**src/burst_trigger_params.svh**
```systemverilog
// Offsets, fields and reset values of the burst trigger block
//
// Summary of operation
// - Primary reset, repetition, compare events start burst
// - Slave reset, repetition, compare0/1 enables, bits 7-26
// - Bit 27: slave0 period after event 6
// - Bit 28: slave3 period after event 7
// - Software start bit self-clears one cycle after the write, taken or not
// - Software start ignored while burst disabled
// - 16-bit compare value sets IDLE length
// - Compare and reload have shadow preload copies
// - 16-bit reload value sets burst period
// - Sensitivity: level, rising, falling, both edges
// - Level polarity: 0 high active, 1 low
// - Two-bit source field picks one of four
// - Ten events in two registers, 6-bit slots
// - Triggers taken only when enabled; clearing terminates
// - Single pulse stops at reload; continuous rolls
// - Bits 29-31: event 6, event 7, internal
`ifndef BURST_TRIGGER_PARAMS_SVH
`define BURST_TRIGGER_PARAMS_SVH

// ---------------------------------------------------------------
// Register offsets
// ---------------------------------------------------------------
`define BT_OFF_CTL      8'h20
`define BT_OFF_START    8'h24
`define BT_OFF_CMP      8'h28
`define BT_OFF_RELOAD   8'h2C
`define BT_OFF_EVLO     8'h30
`define BT_OFF_EVHI     8'h34

// ---------------------------------------------------------------
// Reset values and writable masks
// ---------------------------------------------------------------
`define BT_RST_WORD     32'h0000_0000
`define BT_CTL_MASK     32'h0000_07FF
`define BT_EV_MASK      32'h1F7D_F7DF
`define BT_VAL_MASK     32'h0000_FFFF

// ---------------------------------------------------------------
// Control field positions
// ---------------------------------------------------------------
`define BT_CTL_EN       0
`define BT_CTL_CONT     1
`define BT_CTL_CLKS_LO  2
`define BT_CTL_PSC_LO   6
`define BT_CTL_SHADOW   10
`define BT_CTL_FLAG     31

// ---------------------------------------------------------------
// Start trigger and event slot layout
// ---------------------------------------------------------------
`define BT_ST_SW        0
`define BT_ST_SEC_BASE  7
`define BT_ST_SEC0_EV6  27
`define BT_ST_SEC3_EV7  28
`define BT_ST_EV6       29
`define BT_ST_EV7       30
`define BT_ST_INT       31
`define BT_SLOT_W       6
`define BT_SLOT_POL     2
`define BT_SLOT_SENS_LO 3
`define BT_CLKS_PRESC   4'hA
`define BT_CLKS_INT0    4'h6

`endif

```
**src/burst_trigger_pkg.sv**
```systemverilog
// Types shared by the burst trigger block
package burst_trigger_pkg;

  typedef enum logic [1:0] {
    SENS_LEVEL = 2'h0,
    SENS_RISE  = 2'h1,
    SENS_FALL  = 2'h2,
    SENS_BOTH  = 2'h3
  } sens_mode_t;

  typedef enum logic [1:0] {
    BURST_OFF,
    BURST_IDLE,
    BURST_RUN
  } burst_state_t;

endpackage : burst_trigger_pkg

```
**src/burst_trigger_and_ext_event_cfg.sv**
```systemverilog
// Burst start trigger selection, burst counter and event conditioning
//
// The plain strobed port was decided locally.
`timescale 1ns/1ps
`include "burst_trigger_params.svh"

module burst_trigger_and_ext_event_cfg #(
  parameter int CNT_W = 16
) (
  input  wire logic               clk,
  input  wire logic               rst_n,
  input  wire logic [7:0]         regAddr,
  input  wire logic [31:0]        regWdata,
  input  wire logic               regWrite,
  input  wire logic               regRead,
  output logic      [31:0]        regRdata,
  input  wire logic               primaryReset,
  input  wire logic               primaryRepetition,
  input  wire logic [3:0]         primaryCompare,
  input  wire logic [4:0]         secReset,
  input  wire logic [4:0]         secRepetition,
  input  wire logic [4:0]         secCompare0,
  input  wire logic [4:0]         secCompare1,
  input  wire logic [4:0]         secPeriod,
  input  wire logic               basicTimerTriggerOut,
  input  wire logic [3:0]         burstClockIn,
  input  wire logic [39:0]        extSourceIn,
  output logic      [9:0]         extEventActive,
  output logic                    burstStart,
  output logic                    burstRunning,
  output logic                    burstIdle,
  output logic      [CNT_W-1:0]   burstCount
);

  // ---------------------------------------------------------------
  // Registers
  // ---------------------------------------------------------------
  logic [31:0]                    ctl_r;
  logic [31:0]                    startSel_r;
  logic [CNT_W-1:0]               cmpPre_r;
  logic [CNT_W-1:0]               reloadPre_r;
  logic [CNT_W-1:0]               cmpAct_r;
  logic [CNT_W-1:0]               reloadAct_r;
  logic [31:0]                    evLo_r;
  logic [31:0]                    evHi_r;
  logic [39:0]                    syncA_r;
  logic [39:0]                    syncB_r;
  logic [9:0]                     selPrev_r;
  logic                           armEv6_r;
  logic                           armEv7_r;
  logic [14:0]                    presc_r;
  burst_trigger_pkg::burst_state_t state_r;
  logic [CNT_W-1:0]               count_r;

  logic [59:0]                    evCfg;
  logic [9:0]                     selLevel;
  logic [9:0]                     evNow;
  logic [31:0]                    trigEvents;
  logic                           enable;
  logic                           anyTrigger;
  logic                           takeStart;
  logic                           tick;
  logic                           stopWrite;
  logic                           wrCtl;
  logic                           wrStart;

  // ---------------------------------------------------------------
  // Decoding helpers
  // ---------------------------------------------------------------
  function automatic logic hit(input logic [7:0] a, input logic [7:0] off);
    hit = (a == off);
  endfunction : hit

  function automatic logic [14:0] prescMask(input logic [3:0] psc);
    logic [15:0] m;
    m = (16'h0001 << psc) - 16'h0001;
    prescMask = m[14:0];
  endfunction : prescMask

  assign enable    = ctl_r[`BT_CTL_EN];
  assign wrCtl     = regWrite && hit(regAddr, `BT_OFF_CTL);
  assign wrStart   = regWrite && hit(regAddr, `BT_OFF_START);
  assign stopWrite = wrCtl && (!regWdata[`BT_CTL_EN]
                     || !regWdata[`BT_CTL_FLAG]);
  assign evCfg     = {evHi_r[29:0], evLo_r[29:0]};

  // ---------------------------------------------------------------
  // External event conditioning
  // ---------------------------------------------------------------
  // Sources arrive from pins, so every one is synchronised first
  always_ff @(posedge clk or negedge rst_n) begin
    if (!rst_n) begin
      syncA_r <= 40'h00_0000_0000;
      syncB_r <= 40'h00_0000_0000;
    end else begin
      syncA_r <= extSourceIn;
      syncB_r <= syncA_r;
    end
  end

  genvar e;
  generate
    for (e = 0; e < 10; e++) begin : g_event
      logic [5:0] slot;
      logic [1:0] sens;
      logic       sel;
      assign slot = evCfg[e*`BT_SLOT_W +: `BT_SLOT_W];
      assign sens = slot[`BT_SLOT_SENS_LO +: 2];
      assign sel  = syncB_r[e*4 + slot[1:0]];
      assign selLevel[e] = sel;
      always_comb begin
        case (burst_trigger_pkg::sens_mode_t'(sens))
          burst_trigger_pkg::SENS_LEVEL:
            evNow[e] = sel ^ slot[`BT_SLOT_POL];
          burst_trigger_pkg::SENS_RISE:
            evNow[e] = sel && !selPrev_r[e];
          burst_trigger_pkg::SENS_FALL:
            evNow[e] = !sel && selPrev_r[e];
          burst_trigger_pkg::SENS_BOTH:
            evNow[e] = sel ^ selPrev_r[e];
          default:
            evNow[e] = 1'b0;
        endcase
      end
    end
  endgenerate

  always_ff @(posedge clk or negedge rst_n) begin
    if (!rst_n) begin
      selPrev_r      <= 10'h000;
      extEventActive <= 10'h000;
    end else begin
      selPrev_r      <= selLevel;
      extEventActive <= evNow;
    end
  end

  // ---------------------------------------------------------------
  // Period-after-event arming
  // ---------------------------------------------------------------
  // A new event in the period cycle re-arms, so none is lost
  always_ff @(posedge clk or negedge rst_n) begin
    if (!rst_n) begin
      armEv6_r <= 1'b0;
      armEv7_r <= 1'b0;
    end else begin
      armEv6_r <= extEventActive[6] || (armEv6_r && !secPeriod[0]);
      armEv7_r <= extEventActive[7] || (armEv7_r && !secPeriod[3]);
    end
  end

  // ---------------------------------------------------------------
  // Trigger collection
  // ---------------------------------------------------------------
  genvar t;
  generate
    for (t = 0; t < 5; t++) begin : g_sec
      assign trigEvents[`BT_ST_SEC_BASE + 4*t + 0] = secReset[t];
      assign trigEvents[`BT_ST_SEC_BASE + 4*t + 1] = secRepetition[t];
      assign trigEvents[`BT_ST_SEC_BASE + 4*t + 2] = secCompare0[t];
      assign trigEvents[`BT_ST_SEC_BASE + 4*t + 3] = secCompare1[t];
    end
  endgenerate

  assign trigEvents[`BT_ST_SW]       = startSel_r[`BT_ST_SW];
  assign trigEvents[1]               = primaryReset;
  assign trigEvents[2]               = primaryRepetition;
  assign trigEvents[6:3]             = primaryCompare;
  assign trigEvents[`BT_ST_SEC0_EV6] = armEv6_r && secPeriod[0];
  assign trigEvents[`BT_ST_SEC3_EV7] = armEv7_r && secPeriod[3];
  assign trigEvents[`BT_ST_EV6]      = extEventActive[6];
  assign trigEvents[`BT_ST_EV7]      = extEventActive[7];
  assign trigEvents[`BT_ST_INT]      = basicTimerTriggerOut;

  // Software bit is itself the enable, so it stands in both terms
  assign anyTrigger = |(trigEvents & startSel_r);
  // A trigger during a burst is dropped; restart needs the end first
  assign takeStart  = enable && anyTrigger && !stopWrite
                      && (state_r == burst_trigger_pkg::BURST_OFF);

  // ---------------------------------------------------------------
  // Burst counter clock
  // ---------------------------------------------------------------
  always_ff @(posedge clk or negedge rst_n) begin
    if (!rst_n) begin
      presc_r <= 15'h0000;
    end else begin
      presc_r <= presc_r + 15'h0001;
    end
  end

  always_comb begin
    logic [3:0] src;
    logic [3:0] psc;
    src = ctl_r[`BT_CTL_CLKS_LO +: 4];
    psc = ctl_r[`BT_CTL_PSC_LO +: 4];
    case (src)
      4'h0:    tick = primaryReset;
      4'h1:    tick = secReset[0];
      4'h2:    tick = secReset[1];
      4'h3:    tick = secReset[2];
      4'h4:    tick = secReset[3];
      4'h5:    tick = secReset[4];
      4'h6:    tick = burstClockIn[0];
      4'h7:    tick = burstClockIn[1];
      4'h8:    tick = burstClockIn[2];
      4'h9:    tick = burstClockIn[3];
      `BT_CLKS_PRESC:
        tick = ((presc_r & prescMask(psc)) == prescMask(psc));
      default: tick = 1'b0;
    endcase
  end

  // ---------------------------------------------------------------
  // Burst state and counter
  // ---------------------------------------------------------------
  always_ff @(posedge clk or negedge rst_n) begin
    if (!rst_n) begin
      state_r <= burst_trigger_pkg::BURST_OFF;
      count_r <= '0;
    end else if (stopWrite || !enable) begin
      state_r <= burst_trigger_pkg::BURST_OFF;
      count_r <= '0;
    end else if (takeStart) begin
      count_r <= '0;
      state_r <= (cmpPre_r == '0) ? burst_trigger_pkg::BURST_RUN
                                  : burst_trigger_pkg::BURST_IDLE;
    end else if (state_r != burst_trigger_pkg::BURST_OFF && tick) begin
      if (count_r == reloadAct_r) begin
        if (ctl_r[`BT_CTL_CONT]) begin
          count_r <= '0;
          // Active compare takes the preload at this edge, so judge on it
          state_r <= (cmpPre_r == '0) ? burst_trigger_pkg::BURST_RUN
                                      : burst_trigger_pkg::BURST_IDLE;
        end else begin
          state_r <= burst_trigger_pkg::BURST_OFF;
        end
      end else begin
        count_r <= count_r + 1'b1;
        state_r <= (count_r + 1'b1 >= cmpAct_r)
                   ? burst_trigger_pkg::BURST_RUN
                   : burst_trigger_pkg::BURST_IDLE;
      end
    end
  end

  // Active copies follow preload directly unless shadowing is on
  always_ff @(posedge clk or negedge rst_n) begin
    if (!rst_n) begin
      cmpAct_r    <= '0;
      reloadAct_r <= '0;
    end else if (!ctl_r[`BT_CTL_SHADOW] || takeStart
                 || (tick && count_r == reloadAct_r
                     && state_r != burst_trigger_pkg::BURST_OFF)) begin
      cmpAct_r    <= cmpPre_r;
      reloadAct_r <= reloadPre_r;
    end
  end

  always_ff @(posedge clk or negedge rst_n) begin
    if (!rst_n) begin
      burstStart   <= 1'b0;
      burstRunning <= 1'b0;
      burstIdle    <= 1'b0;
      burstCount   <= '0;
    end else begin
      burstStart   <= takeStart;
      burstRunning <= (state_r != burst_trigger_pkg::BURST_OFF);
      burstIdle    <= (state_r == burst_trigger_pkg::BURST_IDLE);
      burstCount   <= count_r;
    end
  end

  // ---------------------------------------------------------------
  // Register writes
  // ---------------------------------------------------------------
  always_ff @(posedge clk or negedge rst_n) begin
    if (!rst_n) begin
      ctl_r <= `BT_RST_WORD;
    end else if (wrCtl) begin
      ctl_r <= regWdata & `BT_CTL_MASK;
    end
  end

  // Software start: a fresh write wins over the hardware clear
  always_ff @(posedge clk or negedge rst_n) begin
    if (!rst_n) begin
      startSel_r <= `BT_RST_WORD;
    end else if (wrStart) begin
      startSel_r[31:1] <= regWdata[31:1];
      startSel_r[`BT_ST_SW] <= regWdata[`BT_ST_SW] && enable;
    end else if (enable) begin
      startSel_r[`BT_ST_SW] <= 1'b0;
    end
  end

  always_ff @(posedge clk or negedge rst_n) begin
    if (!rst_n) begin
      cmpPre_r    <= '0;
      reloadPre_r <= '0;
      evLo_r      <= `BT_RST_WORD;
      evHi_r      <= `BT_RST_WORD;
    end else if (regWrite) begin
      if (hit(regAddr, `BT_OFF_CMP)) begin
        cmpPre_r <= regWdata[CNT_W-1:0];
      end
      if (hit(regAddr, `BT_OFF_RELOAD)) begin
        reloadPre_r <= regWdata[CNT_W-1:0];
      end
      if (hit(regAddr, `BT_OFF_EVLO)) begin
        evLo_r <= regWdata & `BT_EV_MASK;
      end
      if (hit(regAddr, `BT_OFF_EVHI)) begin
        evHi_r <= regWdata & `BT_EV_MASK;
      end
    end
  end

  // ---------------------------------------------------------------
  // Register reads
  // ---------------------------------------------------------------
  always_ff @(posedge clk or negedge rst_n) begin
    if (!rst_n) begin
      regRdata <= 32'h0000_0000;
    end else if (regRead) begin
      case (regAddr)
        `BT_OFF_CTL:    regRdata <= ctl_r | {
                          (state_r != burst_trigger_pkg::BURST_OFF),
                          31'h0000_0000};
        `BT_OFF_START:  regRdata <= startSel_r;
        `BT_OFF_CMP:    regRdata <= 32'(cmpPre_r);
        `BT_OFF_RELOAD: regRdata <= 32'(reloadPre_r);
        `BT_OFF_EVLO:   regRdata <= evLo_r;
        `BT_OFF_EVHI:   regRdata <= evHi_r;
        default:        regRdata <= 32'h0000_0000;
      endcase
    end else begin
      regRdata <= 32'h0000_0000;
    end
  end

endmodule : burst_trigger_and_ext_event_cfg

```
**config.mk**
```make
export PLATFORM = sky130hd
export DESIGN_NAME = burst_trigger_and_ext_event_cfg
export DESIGN_NICKNAME = d
export VERILOG_FILES = /design/src/burst_trigger_pkg.sv /design/src/burst_trigger_and_ext_event_cfg.sv
export VERILOG_INCLUDE_DIRS = /design/src /design/src/src
export SDC_FILE = /design/constraint.sdc
export NUM_CORES = 1
export LEC_CHECK = 0
export ABC_AREA = 1
export BUFFER_PORTS_ARGS = -buffer_cell sky130_fd_sc_hd__buf_2
export CORE_UTILIZATION = 30
export DETAILED_ROUTE_END_ITERATION = 10
export GPL_TIMING_DRIVEN = 0
export PLACE_DENSITY_LB_ADDON = 0.12
export SYNTH_ARGS = -nofsm -noshare
export SYNTH_HDL_FRONTEND = slang
export SYNTH_SLANG_ARGS = --single-unit
```
**constraint.sdc**
```tcl
create_clock -name clk -period 4.15 [get_ports clk]
set_input_delay 0 -clock clk [delete_from_list [all_inputs] [get_ports clk]]
set_output_delay 0 -clock clk [all_outputs]
set_load 0.005 [all_outputs]
```
# --- Yosys cells after proc, flatten, opt, wreduce, memory -nomap -nowiden ---
# Index checks and enable logic that the tools add are counted.
totals:
  wordCells: 256
  output_inout_bits: 61
  inputBits: 120
  reg_bits: 343
classes:
  n_eq_ne: 50
  addsub: 12
  bitwise: 23
  n_mux: 47
  order_cmp: 11
  reduce_logical: 89
  shifts: 1
op_table:
  columns: ["cell", "n"]
  rows:
  - ["32-bit one-hot mux with 6 select lines", 1]
  - ["16-bit two-way mux", 5]
  - ["1-bit binary-select mux with 6-bit select", 9]
  - ["8-bit by 6-bit == test with 1-bit output (second input constant)", 6]
  - ["2-bit == test (second input constant)", 20]
  - ["1-bit one-hot mux with 4 select lines", 10]
  - ["1-bit logical AND", 34]
  - ["32-bit AND", 1]
  - ["32-bit two-way mux", 1]
  - ["11-bit by 32-bit bitwise OR with 32-bit output", 1]
  - ["32-bit OR reduction", 1]
  - ["6-bit by 7-bit less-than comparator with 1-bit output (second input constant)", 4]
  - ["1-bit zero test", 27]
  - ["5-bit by 2-bit adder with 6-bit output (first input constant)", 4]
  - ["2-bit by 1-bit == test with 1-bit output (second input constant)", 11]
  - ["2-bit zero test", 11]
  - ["1-bit XOR", 20]
  - ["16-bit by 1-bit adder with 16-bit output (second input constant)", 1]
  - ["16-bit == test", 1]
  - ["4-bit by 3-bit == test with 1-bit output (second input constant)", 4]
  - ["16-bit >= comparator", 1]
  - ["16-bit zero test", 1]
  - ["15-bit by 1-bit adder with 15-bit output (second input constant)", 1]
  - ["15-bit AND", 1]
  - ["other kinds (23)", 57]

# --- Depth between registers and ports, before layout ---
depth:
  word_depth: 9
  mapped_depth: 20
  depth_no_buf: 20

# --- Worst setup path before layout ---
# OpenSTA, ideal clock, no wires.
synth_path:
  kind: "register to register"
  from: "reg count_r[0]"
  to: "reg state_r[0]"
  path_stages_with_launch: 17
  t_arrival_ns: 2.374
  required_ns: 4.032
  slack_ns: 1.658
  setup_time_ns: 0.118
  n_path_buf: 0
  cell_sequence: "dfrtp_1 ha_1 nand3_1 or2_2 nor3_1 xor2_1 inv_1 ha_1 nand4_1 nor3_1 nand3_1 nand4_1 nand2_1 nand2_1 nand2_1 nand3_1 nand2_1"
synth_via:
  elab_chain_len: 7
synth_lines:
  columns: ["element", "line_no", "source"]
  rows:
  - ["start: declaration", "burst_trigger_and_ext_event_cfg.sv:53", "logic [CNT_W-1:0] count_r;"]
  - ["start signal: assignment", "burst_trigger_and_ext_event_cfg.sv:239", "count_r <= count_r + 1'b1;"]
  - ["16-bit by 1-bit adder with 16-bit output", "burst_trigger_and_ext_event_cfg.sv:240", "state_r <= (count_r + 1'b1 >= cmpAct_r)"]
  - ["16-bit >= comparator", "burst_trigger_and_ext_event_cfg.sv:240", null]
  - ["2-bit two-way mux", "burst_trigger_and_ext_event_cfg.sv:241", "? burst_trigger_pkg::BURST_RUN"]
  - ["2-bit two-way mux (*)", "burst_trigger_and_ext_event_cfg.sv:229", "if (count_r == reloadAct_r) begin"]
  - ["2-bit two-way mux (*)", "burst_trigger_and_ext_event_cfg.sv:228", "end else if (state_r != burst_trigger_pkg::BURST_OFF && tick) begin"]
  - ["2-bit two-way mux (*)", "burst_trigger_and_ext_event_cfg.sv:224", "end else if (takeStart) begin"]
  - ["2-bit two-way mux (*)", "burst_trigger_and_ext_event_cfg.sv:221", "end else if (stopWrite || !enable) begin"]
  - ["end signal: assignment", "burst_trigger_and_ext_event_cfg.sv:222", "state_r <= burst_trigger_pkg::BURST_OFF;"]
  - ["end signal: assignment", "burst_trigger_and_ext_event_cfg.sv:226", "state_r <= (cmpPre_r == '0) ? burst_trigger_pkg::BURST_RUN"]
  - ["end signal: assignment", "burst_trigger_and_ext_event_cfg.sv:233", "state_r <= (cmpPre_r == '0) ? burst_trigger_pkg::BURST_RUN"]
  - ["end: declaration", "burst_trigger_and_ext_event_cfg.sv:52", "burst_trigger_pkg::burst_state_t state_r;"]
# Mark *: on every way between the ends. The rest lies on a longest branch, timed or not. The select of a mux whose other input is x is not followed.
# A chain may end at the register's enable or synchronous reset.

# --- Worst setup path after layout ---
layout_path:
  from: "reg count_r[0]"
  to: "reg state_r[1]"
# The elaborated chain is that of the path after synthesis.

==> flow_metrics.tcl <==
set metrics [dict create \
    status "finished clean" \
    hp-class "in2reg" \
    drive_above_1_share_pct 14.88 \
    grt_max_degree 119 \
    p_int_mw 5.997 \
    p_sw_mw 1.935 \
    power_frac_comb_pct 8.0 \
    drt_iter0_drc 801 \
    cts_root_buffer "clkbuf_16" \
    wl_per_cell_um 17.16 \
    vdd_drop_max_mv 0.2720 \
    slowest_stage "dfrtp_1" \
    ys_types 47 \
    dr.pass1.iters 5 \
    tns_ps 0 \
    design.die.area_mm2 0.05136 \
    netlist_instances 1711 \
    cts.clk_slew.worst_paths_ps 70 \
    p_leak_nw 9.620 \
    grt_pass1_wl_mm 72.76 \
    postSynthAreaPerCell_um2 8.847 \
    rsz0062_at_grt "false" \
    antenna_found_initial 5 \
    yosys_warnings 0 \
    cpPeakStageDelay_ps 470 \
    p_sw_share_pct 24.40 \
    hold_path_depth 6 \
    cts_sinks 343 \
    setup_violations 0 \
    grt_overflow 0 \
    die_w_um 226.6 \
    slew_violations 0 \
    power.total_mw 7.932 \
    clockBufferDepth 3 \
    core-area_mm2 0.04936 \
    final_nets 2182 \
    endpoint_kind "register" \
    cts_buffers 41 \
    seq_area_frac_synth_pct 56.70 \
    clk_latency_ps 570 \
    final_common_cell "nand2_1" \
    ioPinCount 181 \
    place_hpwl_mm 34.22 \
    pwr-share-seq_pct 45.2 \
    required_ps 4620 \
    syn_area_mm2 0.01514 \
    cts_setup_buffers 0 \
    fp.dieH_um 226.6 \
    syn_to_final_growth_pct 26.45 \
    clock.fmax_mhz 313.6 \
    worst-path-max-fanout 6 \
    fin_crit_ps 3189 \
    grt_use_total_pct 18.78 \
    placed_cells 2554 \
    htree_levels 2 \
    async_reset_ff_share_pct 100.0 \
    hold_viol 0 \
    grt_pass1_vias 12730 \
    start_util_pct 30.67 \
    mostFrequentLayoutCells "548 x nand2_1, 343 x dfrtp_1, 201 x inv_1" \
    drc 0 \
    syn-num-nets 1880 \
    fillerInstances 5094 \
    r2r_cells 16 \
    place_congestion 0.8226 \
    critPathKind "reg2reg" \
    synth_edf_count 0 \
    dr_total_vias 12420 \
    cts_tree "yes" \
    num_rows 81 \
    fin_util_pct 38.78 \
    fin_cells 2710 \
    tightestPinTransition_ps 927.7 \
    arrival_ps 3660 \
    synth-seq-cells 343 \
    finClkSkew_ps 22.40 \
    p_clk_share_pct 46.8 \
    critPathLaunchType "register" \
    vias_per_cell 4.585 \
    routed_wl_mm 46.51 \
    portBuffers 177 \
    timing.hold.ws_ps 69.53 \
    crit_top_cell "nand3_1" \
    timing.final.crit_share_pct 76.85 \
    ant_nets 0 \
    power_density_mw_per_mm2 414.4 \
    yosys_most_used_dff "dfrtp_1" \
    cp_cell_sequence "inv_1, nor3_4, nand3_1, nor3_1, nand3_1, o21ai_0, inv_1, ha_1, nand4_1, nor3_1, nand3_1, nand4_1, nand2_1, nand2_1, nand3_1, o21ai_0" \
    cap_violations 0 \
    slew_headroom_pct 38.16 \
]
## synthesized netlist by cell type (all sizes together), types with 2 or more instances
cell type / n / area, um^2
o32ai: 4 / 35.03
nand4: 28 / 175.2
inv: 215 / 809.5
nor3: 13 / 81.33
o21ai: 145 / 725.7
o22ai: 10 / 62.56
a21oi: 39 / 198.9
nor4: 5 / 31.28
buf: 24 / 157.7
or2: 7 / 43.79
nand2: 555 / 2106
a211oi: 2 / 15.01
o221ai: 7 / 61.31
dfrtp: 343 / 8583
xor2: 25 / 219.0
clkbuf: 33 / 125.1
a22o: 3 / 26.28
nor2: 70 / 291.5
a41oi: 8 / 70.07
clkinv: 2 / 7.510
a32oi: 6 / 52.55
ha: 49 / 613.1
o211ai: 3 / 22.52
nand3: 97 / 498.0
a31oi: 12 / 75.07
## kinds of logic (layout without fill, tap and decap cells)
kind of cell	count (synthesis)	after routing	share of synthesized area (%)
simple gates	776	776	21.37
other cells	0	3	0
xor+xnor	25	25	1.447
mux	1	1	0.07439
compound gates	243	243	9.092
buf+inv	274	606	7.266
flops	343	343	56.70
fa+ha+maj	49	49	4.050
## worst paths after layout
path | start | end | slack, ps
min in group asynchronous | rst_n | extEventActive[1]$_DFF_PN0_ | 110
hold / removal | regAddr[5] | ctl_r[10]$_DFFE_PN0P_ | 70
max in group asynchronous | rst_n | startSel_r[17]$_DFFE_PN0P_ | 2370
hold reg to reg | syncA_r[20]$_DFF_PN0_ | syncB_r[20]$_DFF_PN0_ | 340
setup reg to reg | count_r[0]$_DFFE_PN0P_ | state_r[1]$_DFFE_PN0P_ | 960
setup / recovery | count_r[0]$_DFFE_PN0P_ | state_r[1]$_DFFE_PN0P_ | 960
## layer usage
metal / part of all wire [%] / wire (um) / global-route usage, % / vias to the layer above
li1: - / - / - / 6099
met1: 46 / 21170 / 24.76 / 5939
met2: 46 / 21530 / 30.21 / 281
met3: 4.6 / 2127 / 3.538 / 97
met4: 3.5 / 1631 / 7.650 / 8
met5: 0.12 / 56 / 0 / -
## critical path, delay by kind of cell (launching register included)
| kind | cells | cell delay [ps] |
|---|---|---|
| and+or+nand+nor | 11 | 1750 |
| adders and majority gates | 1 | 320 |
| buffers and inverters | 2 | 240 |
| AOI/OAI and AO/OA | 2 | 340 |
| DFF | 1 | 470 |
## metrics by stage
step | setup slack (ps) | area (um^2)
6_report | 960.9 | 19140
3_5_place_dp | 984.2 | 16920
3_3_place_gp | -3946 | 16850
4_1_cts | 969.1 | 19130
2_1_floorplan | 1658 | 15140
5_1_grt | 486.5 | 19130
## state kept, by name (all words and copies together) (netlist names), 25 cells and up
signal / count
syncB_r: 40
regRdata: 32
startSel_r: 32
evHi_r: 25
evLo_r: 25
syncA_r: 40
## what timing repair did
action                                 in CTS  in global routing
hold buffers                               80                  0
resized for setup                           0                  0
endpoints found under the hold margin     287                  0
## power groups by stage
stage	Combinational, mW	Clock [mW]	Sequential, mW
after floorplan	0.312	0	3.61
after global placement	0.568	0	3.64
after detailed placement	0.586	0	3.64
after CTS	0.647	3.83	3.58
after global routing	0.727	3.97	3.60
final	0.633	3.72	3.58
## layout make-up
| class | instances | area (um^2) | share of cell area (%) |
|---|---|---|---|
| Clock buffer | 62 | 1246 | 6.511 |
| Clock inverter | 11 | 167.7 | 0.8759 |
| Sequential cell | 343 | 8583 | 44.84 |
| Buffer | 57 | 282.8 | 1.477 |
| Inverter | 217 | 817.0 | 4.269 |
| Multi-Input combinational cell | 1094 | 5454 | 28.49 |
| Timing Repair Buffer | 259 | 1752 | 9.152 |
| Antenna cell | 3 | 7.507 | 0.03922 |
| Tap cell | 664 | 830.8 | 4.340 |
No activity file was read; power rests on OpenSTA's default activity.
